**src/logic/spb_pkg.sv**
```systemverilog
// constants, types and field layouts of the serial port bridge
//
// Summary of operation
// - printer status answered only when printer present
// - status codes 128 ok, 129 command, 130 frame; the bridge never returns 130
// - code 132 when printer busy beyond four seconds
// - each of four ports keeps own format
// - line command drives on, off or leaves lines
// - forced space transmit line returns to space
// - strip surplus high bits for short words
// - monitored readiness lines off give negative acknowledge
// - 8-bit concurrent mode relays lines uninterpreted
// - relay samples lines every 28.9 microseconds
// - slow short-word input deserialized, sent as byte
// - slow receiver oversamples 16 per bit
// - unused high bits of short characters set
// - framing error sticky, readable after concurrent mode
// - concurrent mode ends on stop, break, reset
// - readiness inputs tracked continuously, receive lines excluded
// - status query served by host during concurrency
// - low printer fault means absent, requests ignored
// - start space, lsb first, mark stop bits
package spb_pkg;
   localparam int          CLK_NS      = 10;
   localparam int          NPORT       = 4;
   localparam logic [7:0]  REG_FMT     = 8'h00;
   localparam logic [7:0]  REG_LINE    = 8'h04;
   localparam logic [7:0]  REG_BLOCK   = 8'h08;
   localparam logic [7:0]  REG_DATA    = 8'h0C;
   localparam logic [7:0]  REG_CONC    = 8'h10;
   localparam logic [7:0]  REG_STAT    = 8'h14;
   localparam logic [7:0]  REG_PRN     = 8'h18;
   localparam int          SAMPLE_NS   = 28900;
   localparam int          SAMPLE_CYC  = SAMPLE_NS / CLK_NS;
   localparam logic [11:0] SAMPLE_LAST = 12'(SAMPLE_CYC - 1);
   localparam int          PRN_TMO_MS  = 4000;
   localparam int          BUSYWAIT_US = 200;
   localparam int          STROBE_NS   = 1000;
   localparam logic [31:0] STROBE_LAST = 32'(STROBE_NS / CLK_NS - 1);
   localparam int          OVERSAMPLE  = 16;
   localparam logic [3:0]  OS_HALF     = 4'h7;
   localparam logic [3:0]  OS_LAST     = 4'hF;
   localparam int          SLOW_BAUD   = 300;
   localparam logic [15:0] SLOW_DIV    = 16'(1000000000 / (CLK_NS * SLOW_BAUD * OVERSAMPLE));
   localparam logic [7:0]  PRN_OK      = 8'h80;
   localparam logic [7:0]  PRN_BADCMD  = 8'h81;
   localparam logic [7:0]  PRN_FRAME   = 8'h82;
   localparam logic [7:0]  PRN_TIMEOUT = 8'h84;
   localparam logic [1:0]  ACT_OFF     = 2'h2;
   localparam logic [1:0]  ACT_ON      = 2'h3;
   localparam logic [1:0]  WS_8        = 2'h3;
   localparam logic [3:0]  BITS_MIN    = 4'h5;

   typedef struct packed {
      logic [15:0] div;
      logic [1:0]  wsize;
      logic        stop2;
      logic [2:0]  mon;
   } spb_cfg_t;
   localparam spb_cfg_t CFG_RESET = '{div: SLOW_DIV, wsize: WS_8, stop2: 1'b0, mon: 3'h0};

   typedef struct packed {
      logic [5:0]  rsv;
      logic [1:0]  port;
      spb_cfg_t    cfg;
   } spb_fmt_wr_t;
   typedef struct packed {
      logic [23:0] rsv;
      logic [1:0]  port_transmit_line;
      logic [1:0]  rts;
      logic [1:0]  dtr;
      logic [1:0]  port;
   } spb_line_wr_t;
   typedef struct packed {
      logic [27:0] rsv;
      logic        brk;
      logic        start;
      logic [1:0]  port;
   } spb_conc_wr_t;
   typedef struct packed {
      logic [21:0] rsv;
      logic [1:0]  kind;
      logic [7:0]  data;
   } spb_prn_wr_t;
   typedef struct packed {
      logic [21:0] rsv;
      logic        busy;
      logic        answered;
      logic [7:0]  code;
   } spb_prn_rd_t;

   typedef struct packed {
      logic [NPORT-1:0] rxd;
      logic [NPORT-1:0] dsr;
      logic [NPORT-1:0] cts;
      logic [NPORT-1:0] crx;
      logic             host_tx;
      logic             fault;
      logic             busy;
   } spb_pins_t;

   typedef enum logic [1:0] {TX_IDLE = 2'h0, TX_START = 2'h1, TX_DATA = 2'h3, TX_STOP = 2'h2} spb_tx_t;
   typedef enum logic [1:0] {RX_IDLE = 2'h0, RX_START = 2'h1, RX_DATA = 2'h3, RX_STOP = 2'h2} spb_rx_t;
   typedef enum logic [1:0] {PR_IDLE = 2'h0, PR_STROBE = 2'h1, PR_WAITB = 2'h3, PR_BUSY = 2'h2} spb_pr_t;
endpackage

```
**src/logic/spb_bridge.sv**
```systemverilog
// serial port bridge: port formats, line control, block output, concurrent relay, printer
`timescale 1ns/10ps
`default_nettype none
module spb_bridge
   import spb_pkg::*;
#(
   parameter int unsigned TIMEOUT_CYC  = 400000000,
   parameter int unsigned BUSYWAIT_CYC = 20000
) (
   input  wire  logic             i_clock,
   input  wire  logic             i_rst_n,
   input  wire  logic [7:0]       i_addr,
   input  wire  logic [31:0]      i_wdata,
   input  wire  logic             i_wr,
   input  wire  logic             i_rd,
   output logic       [31:0]      o_rdata,
   input  wire  logic [NPORT-1:0] i_port_rxd,
   input  wire  logic [NPORT-1:0] i_port_dsr,
   input  wire  logic [NPORT-1:0] i_port_cts,
   input  wire  logic [NPORT-1:0] i_port_crx,
   output logic       [NPORT-1:0] o_port_txd,
   output logic       [NPORT-1:0] o_port_dtr,
   output logic       [NPORT-1:0] o_port_rts,
   input  wire  logic             i_host_tx,
   output logic                   o_host_rx,
   output logic       [7:0]       o_host_word,
   output logic                   o_host_word_valid,
   input  wire  logic             i_prn_fault,
   input  wire  logic             i_prn_busy,
   output logic       [7:0]       o_prn_data,
   output logic                   o_prn_strobe_n
);
   typedef struct packed {
      spb_cfg_t [NPORT-1:0]      cfg;
      logic [NPORT-1:0]          dtr;
      logic [NPORT-1:0]          rts;
      logic [NPORT-1:0]          xmt_idle;
      logic [NPORT-1:0]          txd;
      logic [NPORT-1:0][2:0]     hist;
      logic                      fe;
      logic [1:0]                blk_port;
      logic                      nak;
      spb_tx_t                   tx;
      logic [1:0]                tx_port;
      logic [7:0]                tx_sh;
      logic [2:0]                tx_bit;
      logic                      tx_stop;
      logic [19:0]               tx_cnt;
      logic                      conc;
      logic                      slow;
      logic [1:0]                cport;
      logic [11:0]               samp_cnt;
      logic                      pass_tx;
      logic                      host_rx;
      spb_rx_t                   rx;
      logic [15:0]               rx_cnt;
      logic [3:0]                rx_sub;
      logic [2:0]                rx_bit;
      logic [7:0]                rx_sh;
      logic [7:0]                word;
      logic                      word_valid;
      spb_pr_t                   prn;
      logic [31:0]               prn_cnt;
      logic [31:0]               tmo;
      logic [7:0]                prn_code;
      logic [7:0]                prn_data;
      logic                      strobe_n;
      logic                      answered;
      logic [31:0]               rdata;
   } spb_state_t;

   localparam spb_state_t ST_RESET = '{cfg: {NPORT{CFG_RESET}}, xmt_idle: '1, txd: '1,
                                      tx: TX_IDLE, rx: RX_IDLE, prn: PR_IDLE, host_rx: 1'b1,
                                      pass_tx: 1'b1, strobe_n: 1'b1, prn_code: PRN_OK,
                                      default: '0};

   spb_pins_t    sync1;
   spb_pins_t    pin;
   spb_state_t   st;
   spb_state_t   next_st;
   spb_cfg_t     c;
   spb_cfg_t     rc;
   spb_fmt_wr_t  fw;
   spb_line_wr_t lw;
   spb_conc_wr_t cw;
   spb_prn_wr_t  pw;
   spb_prn_rd_t  pr;
   logic [19:0]  bitc;
   logic         tick;
   logic         os_tick;
   logic         tx_line;
   logic         prn_done;

   function automatic logic [7:0] word_mask(input logic [1:0] ws);
      word_mask = 8'(8'hFF >> (WS_8 - ws));
   endfunction

   function automatic logic [3:0] word_bits(input logic [1:0] ws);
      word_bits = BITS_MIN + {2'h0, ws};
   endfunction

   // pins are asynchronous to i_clock; only the second stage is read
   always_ff @(posedge i_clock or negedge i_rst_n) begin
      if (!i_rst_n) begin
         sync1 <= '0;
         pin   <= '0;
      end else begin
         sync1 <= '{rxd: i_port_rxd, dsr: i_port_dsr, cts: i_port_cts, crx: i_port_crx,
                    host_tx: i_host_tx, fault: i_prn_fault, busy: i_prn_busy};
         pin   <= sync1;
      end
   end

   always_comb begin
      next_st    = st;
      fw         = spb_fmt_wr_t'(i_wdata[29:0]);
      lw         = spb_line_wr_t'(i_wdata);
      cw         = spb_conc_wr_t'(i_wdata);
      pw         = spb_prn_wr_t'(i_wdata);
      pr         = '{rsv: '0, busy: st.prn != PR_IDLE, answered: st.answered, code: st.prn_code};
      c          = st.cfg[st.tx_port];
      rc         = st.cfg[st.cport];
      bitc       = 20'(c.div) * 20'(OVERSAMPLE);
      tick       = (st.samp_cnt == SAMPLE_LAST);
      os_tick    = (st.rx_cnt == rc.div - 16'h1);
      tx_line    = 1'b1;
      prn_done   = 1'b0;
      next_st.rdata      = '0;
      next_st.word_valid = 1'b0;
      next_st.samp_cnt   = tick ? '0 : st.samp_cnt + 12'h1;

      if (i_wr && i_addr == REG_FMT) begin
         next_st.cfg[fw.port] = fw.cfg;
      end
      if (i_wr && i_addr == REG_LINE) begin
         if (lw.dtr[1]) next_st.dtr[lw.port] = (lw.dtr == ACT_ON);
         if (lw.rts[1]) next_st.rts[lw.port] = (lw.rts == ACT_ON);
         if (lw.port_transmit_line[1]) next_st.xmt_idle[lw.port] = (lw.port_transmit_line == ACT_ON);
      end
      if (i_wr && i_addr == REG_BLOCK) begin
         next_st.blk_port = lw.port;
         next_st.nak      = |(st.cfg[lw.port].mon & ~{pin.crx[lw.port], pin.cts[lw.port],
                                                      pin.dsr[lw.port]});
      end

      // start space, lsb first, mark stop
      case (st.tx)
         TX_IDLE: begin
            // bytes written while busy are dropped
            if (i_wr && i_addr == REG_DATA && !st.nak && !st.conc) begin
               next_st.tx_port = st.blk_port;
               next_st.tx_sh   = i_wdata[7:0] & word_mask(st.cfg[st.blk_port].wsize);
               next_st.tx_bit  = '0;
               next_st.tx_cnt  = '0;
               next_st.tx      = TX_START;
            end
         end
         default: begin
            tx_line = (st.tx == TX_START) ? 1'b0 : (st.tx == TX_DATA) ? st.tx_sh[0] : 1'b1;
            next_st.tx_cnt = st.tx_cnt + 20'h1;
            if (st.tx_cnt == bitc - 20'h1) begin
               next_st.tx_cnt = '0;
               case (st.tx)
                  TX_START: next_st.tx = TX_DATA;
                  TX_DATA: begin
                     next_st.tx_sh  = st.tx_sh >> 1;
                     next_st.tx_bit = st.tx_bit + 3'h1;
                     if (4'(st.tx_bit) == word_bits(c.wsize) - 4'h1) begin
                        next_st.tx      = TX_STOP;
                        next_st.tx_stop = c.stop2;
                     end
                  end
                  default: begin
                     next_st.tx_stop = 1'b0;
                     if (!st.tx_stop) next_st.tx = TX_IDLE;
                  end
               endcase
            end
         end
      endcase

      // start, stop and break of concurrent mode
      if (i_wr && i_addr == REG_CONC) begin
         if (cw.start && !cw.brk) begin
            next_st.conc  = 1'b1;
            next_st.cport = cw.port;
            // slow short-word input takes the receiver path
            next_st.slow  = st.cfg[cw.port].wsize != WS_8 && st.cfg[cw.port].div >= SLOW_DIV;
            next_st.rx    = RX_IDLE;
         end else begin
            next_st.conc  = 1'b0;
         end
      end
      next_st.host_rx = st.conc ? st.host_rx : 1'b1;
      if (st.conc && !st.slow && tick) begin
         next_st.host_rx = pin.rxd[st.cport];
         next_st.pass_tx = pin.host_tx;
      end
      // idle level follows the last forced state
      for (int p = 0; p < NPORT; p++) begin
         next_st.txd[p] = next_st.xmt_idle[p];
         if (st.tx != TX_IDLE && 2'(p) == st.tx_port) next_st.txd[p] = tx_line;
         if (st.conc && !st.slow && 2'(p) == st.cport) next_st.txd[p] = st.pass_tx;
      end

      if (st.conc && st.slow) begin
         next_st.rx_cnt = os_tick ? '0 : st.rx_cnt + 16'h1;
         if (os_tick) begin
            next_st.rx_sub = st.rx_sub + 4'h1;
            case (st.rx)
               RX_IDLE: begin
                  next_st.rx_sub = '0;
                  if (!pin.rxd[st.cport]) next_st.rx = RX_START;
               end
               RX_START: if (st.rx_sub == OS_HALF) begin
                  next_st.rx_sub = '0;
                  next_st.rx_bit = '0;
                  next_st.rx     = pin.rxd[st.cport] ? RX_IDLE : RX_DATA;
               end
               RX_DATA: if (st.rx_sub == OS_LAST) begin
                  next_st.rx_sh[st.rx_bit] = pin.rxd[st.cport];
                  next_st.rx_bit = st.rx_bit + 3'h1;
                  if (4'(st.rx_bit) == word_bits(rc.wsize) - 4'h1) next_st.rx = RX_STOP;
               end
               default: if (st.rx_sub == OS_LAST) begin
                  next_st.rx = RX_IDLE;
                  if (!pin.rxd[st.cport]) begin
                     next_st.fe = 1'b1;
                  end else begin
                     next_st.word       = (st.rx_sh & word_mask(rc.wsize)) | ~word_mask(rc.wsize);
                     next_st.word_valid = 1'b1;
                  end
               end
            endcase
         end
      end else begin
         next_st.rx_cnt = '0;
      end

      // status reads nothing and clears nothing while concurrent
      if (i_rd && i_addr == REG_STAT && !st.conc) begin
         next_st.rdata = 32'({st.fe, st.hist[st.blk_port]});
         next_st.hist[st.blk_port] = '0;
         next_st.fe = 1'b0;
      end
      // readiness tracking, set wins over clear
      for (int p = 0; p < NPORT; p++) begin
         next_st.hist[p] = next_st.hist[p] | ~{pin.crx[p], pin.cts[p], pin.dsr[p]};
      end
      if (i_rd && i_addr == REG_BLOCK) next_st.rdata = 32'({st.nak, st.tx != TX_IDLE});
      if (i_rd && i_addr == REG_CONC)  next_st.rdata = 32'({st.slow, st.conc});
      if (i_rd && i_addr == REG_PRN && pin.fault) next_st.rdata = 32'(pr);

      // requests ignored while fault is low
      if (st.prn == PR_IDLE && i_wr && i_addr == REG_PRN && pin.fault) begin
         next_st.answered = 1'b1;
         if (pw.kind != 2'h0) begin
            next_st.prn_code = PRN_BADCMD;
         end else begin
            next_st.prn_data = pw.data;
            next_st.strobe_n = 1'b0;
            next_st.prn_cnt  = '0;
            next_st.tmo      = '0;
            next_st.prn      = PR_STROBE;
         end
      end
      if (st.prn != PR_IDLE) begin
         next_st.prn_cnt = st.prn_cnt + 32'h1;
         next_st.tmo     = st.tmo + 32'h1;
         case (st.prn)
            PR_STROBE: if (st.prn_cnt == STROBE_LAST) begin
               next_st.strobe_n = 1'b1;
               next_st.prn_cnt  = '0;
               next_st.prn      = PR_WAITB;
            end
            PR_WAITB: begin
               if (pin.busy) next_st.prn = PR_BUSY;
               else if (st.prn_cnt == 32'(BUSYWAIT_CYC - 1)) prn_done = 1'b1;
            end
            default: prn_done = !pin.busy;
         endcase
         if (prn_done) begin
            next_st.prn      = PR_IDLE;
            next_st.prn_code = PRN_OK;
         end
         if (st.tmo == 32'(TIMEOUT_CYC - 1)) begin
            next_st.prn      = PR_IDLE;
            next_st.strobe_n = 1'b1;
            next_st.prn_code = PRN_TIMEOUT;
         end
      end
   end

   always_ff @(posedge i_clock or negedge i_rst_n) begin
      if (!i_rst_n) st <= ST_RESET;
      else st <= next_st;
   end

   assign o_rdata           = st.rdata;
   assign o_port_txd        = st.txd;
   assign o_port_dtr        = st.dtr;
   assign o_port_rts        = st.rts;
   assign o_host_rx         = st.host_rx;
   assign o_host_word       = st.word;
   assign o_host_word_valid = st.word_valid;
   assign o_prn_data        = st.prn_data;
   assign o_prn_strobe_n    = st.strobe_n;
endmodule
`default_nettype wire

```
**config.mk**
```make
export PLATFORM = sky130hd
export DESIGN_NAME = spb_bridge
export DESIGN_NICKNAME = d
export VERILOG_FILES = /design/src/logic/spb_pkg.sv /design/src/logic/spb_bridge.sv
export SDC_FILE = /design/constraint.sdc
export NUM_CORES = 1
export LEC_CHECK = 0
export BUFFER_PORTS_ARGS = -buffer_cell sky130_fd_sc_hd__buf_4
export CAP_MARGIN = 20
export CORE_ASPECT_RATIO = 0.75
export CORE_UTILIZATION = 61
export CTS_CLUSTER_DIAMETER = 100
export DETAILED_ROUTE_END_ITERATION = 10
export HOLD_SLACK_MARGIN = 0.05
export MAX_ROUTING_LAYER = met4
export PLACE_DENSITY = 0.88
export REMOVE_ABC_BUFFERS = 1
export SYNTH_ARGS = -nofsm -noshare
export SYNTH_HDL_FRONTEND = slang
export SYNTH_SLANG_ARGS = --single-unit
```
**constraint.sdc**
```tcl
create_clock -name i_clock -period 9.7 [get_ports i_clock]
set_clock_uncertainty 0.2 [all_clocks]
set_input_delay 0.485 -clock i_clock [delete_from_list [all_inputs] [get_ports i_clock]]
set_output_delay 0.485 -clock i_clock [all_outputs]
set_load 0.01 [all_outputs]
```
==> flow_summary.json, run 1 <==
{
  "vias": 14390,
  "first_pass_iters": 6,
  "vdd.ir_drop.worst_mv": 0.1136,
  "syn2layout_area_growth_pct": 12.53,
  "dieArea_um2": 30570,
  "antenna_left": 0,
  "synth.avg_cell_area_um2": 10.59,
  "synth.top_cells.by_area": "dfrtp_1, mux2_2, dfstp_2",
  "timing.final.crit_period_ns": 5.505,
  "critPathTopFamily": "compound AO/OA/AOI/OAI gates",
  "placed_cell_area_um2": 18860,
  "ys_seq_area_frac": 0.4810,
  "mostFrequentLayoutCells": "dfrtp_1, nand2_1, mux2_2",
  "grt_max_degree": 123,
  "grt_pass1_vias": 13940,
  "rsz0062_at_grt": "no",
  "grt.overflow.total": 0,
  "drt_wl_total_mm": 45.44,
  "rows": 54,
  "gr-usage-all-layers": 0.3097,
  "dp_hpwl_mm": 30.53,
  "arrival_ns": 5.75,
  "start_util": 0.6241,
  "power_frac_seq": 0.476,
  "cts.htree.levels": 2,
  "cts_tree": "done",
  "crit_slowest_cell": "a21oi_1",
  "ys_types": 81,
  "die_w_um": 201.6,
  "insertion_delay_ns": 0.55,
  "synth-edff-count": 0,
  "yosys_warnings": 0,
  "placed_cells": 2111,
  "design_power_total_mw": 3.158,
  "wl_per_cell_um": 20.55,
  "maxCapViolCount": 0,
  "dp_slack_ns": 4.377,
  "drt_iter0_markers": 1615,
  "cts_buffers": 35,
  "max_freq_mhz": 181.7,
  "diodes": 0,
  "worst_slack_ns": 4.195,
  "hold_viol_final": 0,
  "path_buf_inv": 2,
  "required_ns": 9.95,
  "die_h_um": 151.7,
  "hold_ws_ns": 0.07444,
  "hold_buffers": 35,
  "synth_async_sr_flop_share": 1.000,
  "cts_resized": 0,
  "ys.flop_type": "dfrtp_1",
  "p_per_area_nw_per_um2": 154.0,
  "io_pins": 126,
  "postCtsSetupBuffers": 0,
  "cp_max_fo": 19,
  "stdcell_area_um2": 20500,
  "clockRootBuffer": "clkbuf_16",
  "power_frac_clock": 0.469,
  "slew_viol_final": 0,
  "hp-class": "primary input to flop",
  "gp_congestion": 0.9075,
  "io_buffers": 95,
  "fin_nets": 1869,
  "path_clk_slew_ns": 0.07,
  "route.detailed.drc": 0,
  "final_util": 0.7024,
  "final_cells": 2211,
  "synth_top_cell_by_area": "dfrtp_1",
  "cp_cell_sequence": "buf_4 > mux4_2 > inv_1 > ha_1 > nand2_1 > a211o_1 > o31a_1 > nor4_1 > a31oi_1 > o311ai_1 > nand3_1 > a21oi_1 > a2bb2oi_1",
  "power.share.switching": 0.2260,
  "antenna_found_initial": 0,
  "vias_per_cell": 6.506,
  "syn_area_um2": 18220,
  "critPathKind": "flop to flop",
  "ys_ff_latch": 348,
  "timing.final.crit_share": 0.5675,
  "cp-start-kind": "flop",
  "design.core.area_um2": 29190,
  "p_int_mw": 2.444,
  "synth_cells": 1721,
  "netlist.area_leader.share": 0.4176,
  "outcome": "finished, final reports clean",
  "relSlewSlack": 0.2911,
  "layout-drive-gt1-share": 0.2259,
  "grt_pass1_wl_mm": 72.90,
  "setup_viol": 0,
  "tns_ns": 0,
  "p_switching_uw": 713.6,
  "worst_pin_slew_ns": 1.061,
  "p_leak_nw": 9.094,
  "clock_sinks": 348,
  "max_stage_delay_ns": 0.82,
  "p_comb_frac": 0.055,
  "final_common_cell": "dfrtp_1",
  "clock_path_buffers": 3,
  "cp-end-kind": "flop"
}
## registers in the layout, indices dropped and copies added, names as in the netlist
register	flops
o_host_rx	1
o_prn_data	8
o_rdata	10
pr	9
sync1	19
st	260
pin	19
o_host_word_valid	1
o_port_dtr	4
o_port_rts	4
o_host_word	8
o_prn_strobe_n	1
o_port_txd	4
## final timing paths
| path | start | endpoint | slack [ns] | depth (start not counted) |
|---|---|---|---|---|
| setup reg to reg | st[208] | st[205] | 4.20 | 13 |
| hold / removal | i_wdata[21] | st[309] | 0.07 | 2 |
| setup / recovery | st[208] | st[205] | 4.20 | 13 |
| max in group asynchronous | i_rst_n | st[299] | 6.76 | 5 |
| min in group asynchronous | i_rst_n | st[115] | 0.46 | 2 |
| hold reg to reg | sync1[1] | pin[1] | 0.15 | 0 |
## cells by family (layout without fill, tap and decap cells)
family,count (synthesis),in the layout,synth area share
other,1,22,0.0002058
adder cells (fa/ha/maj),14,14,0.009615
AO/OA/AOI/OAI,297,297,0.1036
multiplexers,188,188,0.1455
flip-flops,348,348,0.4810
AND/OR/NAND/NOR,617,617,0.1740
XOR/XNOR,66,66,0.03173
buffers and inverters,190,267,0.05426
## layout make-up
type	count	area, um^2
flip-flops and latches	348	8763
repair buffers	148	1226
multi-input cells	1204	8553
fillers	1980	8687
clock buffers	44	960.9
clock inverters	20	300.3
inverters	55	206.4
well taps	392	490.5
## synth_stat cells (19+ instances only)
master,count
dfrtp_1,304
nand2_1,162
mux2_2,118
o21ai_0,115
nor2_1,99
nand3_1,91
buf_4,62
nor3_1,56
inv_1,54
clkbuf_1,53
mux4_2,49
a21oi_1,44
dfstp_2,44
xnor2_1,39
and3_1,30
nand4_1,27
xor2_1,27
nor4_1,25
a31oi_1,22
and2_1,22
o31ai_1,19
## power groups by stage
stage | Combinational [mW] | Clock, mW | Sequential (mW)
6_report | 0.173 | 1.48 | 1.50
5_1_grt | 0.190 | 1.55 | 1.51
2_1_floorplan | 0.0773 | 0 | 1.52
3_3_place_gp | 0.151 | 0 | 1.53
3_5_place_dp | 0.157 | 0 | 1.53
4_1_cts | 0.170 | 1.50 | 1.50
## layer usage
metal  GRT usage  vias to the layer above  wire length (um)  share of wire
li1            -                     6340                 -              -
met4      0.1227                        0              1572          0.035
met5           -                        -                 0              0
met3     0.05838                      131              4235          0.093
met2      0.4624                      784             20980           0.46
met1      0.4235                     7130             18650           0.41
(Power assumes the default switching activity.)
==> run 2, diff against run 1 <==
clock period = 5.45 ns   (was 9.7 ns; I/O delays follow)
==> flow_summary.json, run 2 (synthesized netlist as in run 1, its figures left out) <==
{
  "outcome": "finished, final reports clean",
  "start_util": 0.6241,
  "first_pass_iters": 6,
  "vias": 14770,
  "hold_viol_final": 0,
  "vias_per_cell": 6.631,
  "insertion_delay_ns": 0.53,
  "final_util": 0.7039,
  "cts_tree": "done",
  "io_pins": 126,
  "die_h_um": 151.7,
  "vdd.ir_drop.worst_mv": 0.1824,
  "cp_max_fo": 22,
  "timing.final.crit_share": 0.8844,
  "multiInputGateArea_um2": 8553,
  "layout-drive-gt1-share": 0.2219,
  "cts_buffers": 35,
  "drt_iter0_markers": 1893,
  "dieArea_um2": 30570,
  "rsz0062_at_grt": "no",
  "cp_cell_sequence": "mux4_2 > inv_1 > ha_1 > clkinv_1 > nor4_1 > nand2_1 > o311ai_0 > nor2_1 > nor3_2 > and3b_2 > nand4_1 > mux2_1",
  "largest_reg_flops": 260,
  "cts_resized": 0,
  "grt_pass1_vias": 14190,
  "placed_cells": 2116,
  "mostFrequentLayoutCells": "dfrtp_1, nand2_1, mux2_2",
  "final_common_cell": "dfrtp_1",
  "arrival_ns": 5.02,
  "regMostFlops": "st",
  "slew_viol_final": 0,
  "antenna_left": 0,
  "die_w_um": 201.6,
  "hold_ws_ns": 0.09608,
  "clockRootBuffer": "clkbuf_16",
  "dp_hpwl_mm": 30.76,
  "grt.overflow.total": 0,
  "p_per_area_nw_per_um2": 263.6,
  "relSlewSlack": 0.3089,
  "clock_sinks": 348,
  "grt_max_degree": 135,
  "nFillCells": 1948,
  "p_leak_nw": 9.098,
  "fin_nets": 1885,
  "wl_per_cell_um": 21.54,
  "required_ns": 5.65,
  "critPathKind": "flop to flop",
  "max_stage_delay_ns": 0.70,
  "crit_slowest_cell": "dfrtp_1",
  "hp-class": "primary input to flop",
  "antenna_found_initial": 1,
  "tns_ns": 0,
  "worst_pin_slew_ns": 1.029,
  "max_freq_mhz": 207.5,
  "cp-start-kind": "flop",
  "rows": 54,
  "final_cells": 2227,
  "grt_pass1_wl_mm": 76.15,
  "design.core.area_um2": 29190,
  "gp_congestion": 0.8984,
  "setup_viol": 0,
  "clock_path_buffers": 3,
  "gr-usage-all-layers": 0.3265,
  "cp-end-kind": "flop",
  "cts.htree.levels": 2,
  "io_buffers": 95,
  "drt_wl_total_mm": 47.97,
  "maxCapViolCount": 0,
  "top_regs": "st: 260 flops, pin: 19 flops, sync1: 19 flops",
  "syn2layout_area_growth_pct": 12.78,
  "route.detailed.drc": 0,
  "path_clk_slew_ns": 0.06,
  "regArea_um2": 8763,
  "timing.final.crit_period_ns": 4.820
}
## run 2: cell types whose count changed in the layout (fill, tap and decap cells not counted), sizes merged
cell         before  now
buf             113  117
bufinv            7    2
clkinv           11    7
diode             0    1
inv              56   54
clkbuf           44   54
dlygate4sd3      35   47
## run 2: worst paths after layout
path / startpoint / to / slack (ns) / depth (start not counted)
worst max-delay path: st[173] / st[127] / 0.63 / 12
worst min-delay path: i_addr[5] / st[214] / 0.1 / 4
worst max register to register: st[173] / st[127] / 0.63 / 12
worst min register to register: sync1[13] / pin[13] / 0.15 / 0
max in group asynchronous: i_rst_n / st[179] / 3.55 / 3
min in group asynchronous: i_rst_n / st[92] / 0.23 / 2
## run 2: critical path: cells and delay by family, from the launching register on
kind                       cells  cell delay [ns]
muxes                          2             0.85
adders and majority gates      1             0.26
buffers and inverters          2             0.40
and+or+nand+nor                6             1.91
AOI/OAI and AO/OA              1             0.38
DFF                            1             0.70
## run 2: power breakdown
part | switching [mW] | internal [mW]
registers | 0.0461 | 2.63
logic | 0.191 | 0.127
clock network | 1.01 | 1.41
total | 1.24 | 4.17
## run 2: what timing repair did
action	in CTS	in global routing
buffers inserted	0	0
endpoints found under the hold margin	242	0
hold buffers	47	0
## run 2: stage by stage
stage	setup slack, ns	total power, mW	area (um^2)
floorplan	0.8547	2.845	17510
global placement	1.003	2.987	18900
detailed placement	0.7813	3.003	18930
CTS	0.7363	5.423	20540
global route	0.3822	5.570	20550
finish	0.6302	5.417	20550
## run 2: area by class of cell
| type | count | share of cell area |
|---|---|---|
| Tap cell | 392 | 0.02387 |
| Clock buffer | 54 | 0.05061 |
| Multi-Input combinational cell | 1204 | 0.4163 |
| Clock inverter | 9 | 0.004933 |
| Inverter | 55 | 0.01005 |
| Sequential cell | 348 | 0.4265 |
| Timing Repair Buffer | 164 | 0.06760 |
| Antenna cell | 1 | 0.0001218 |
## run 2: metal layers
| layer | GRT usage | wire [um] | vias up |
|---|---|---|---|
| met5 | - | 0 | - |
| met1 | 0.4396 | 19130 | 7243 |
| li1 | - | - | 6373 |
| met2 | 0.4864 | 21690 | 976 |
| met4 | 0.1481 | 2066 | 0 |
| met3 | 0.06223 | 5078 | 176 |
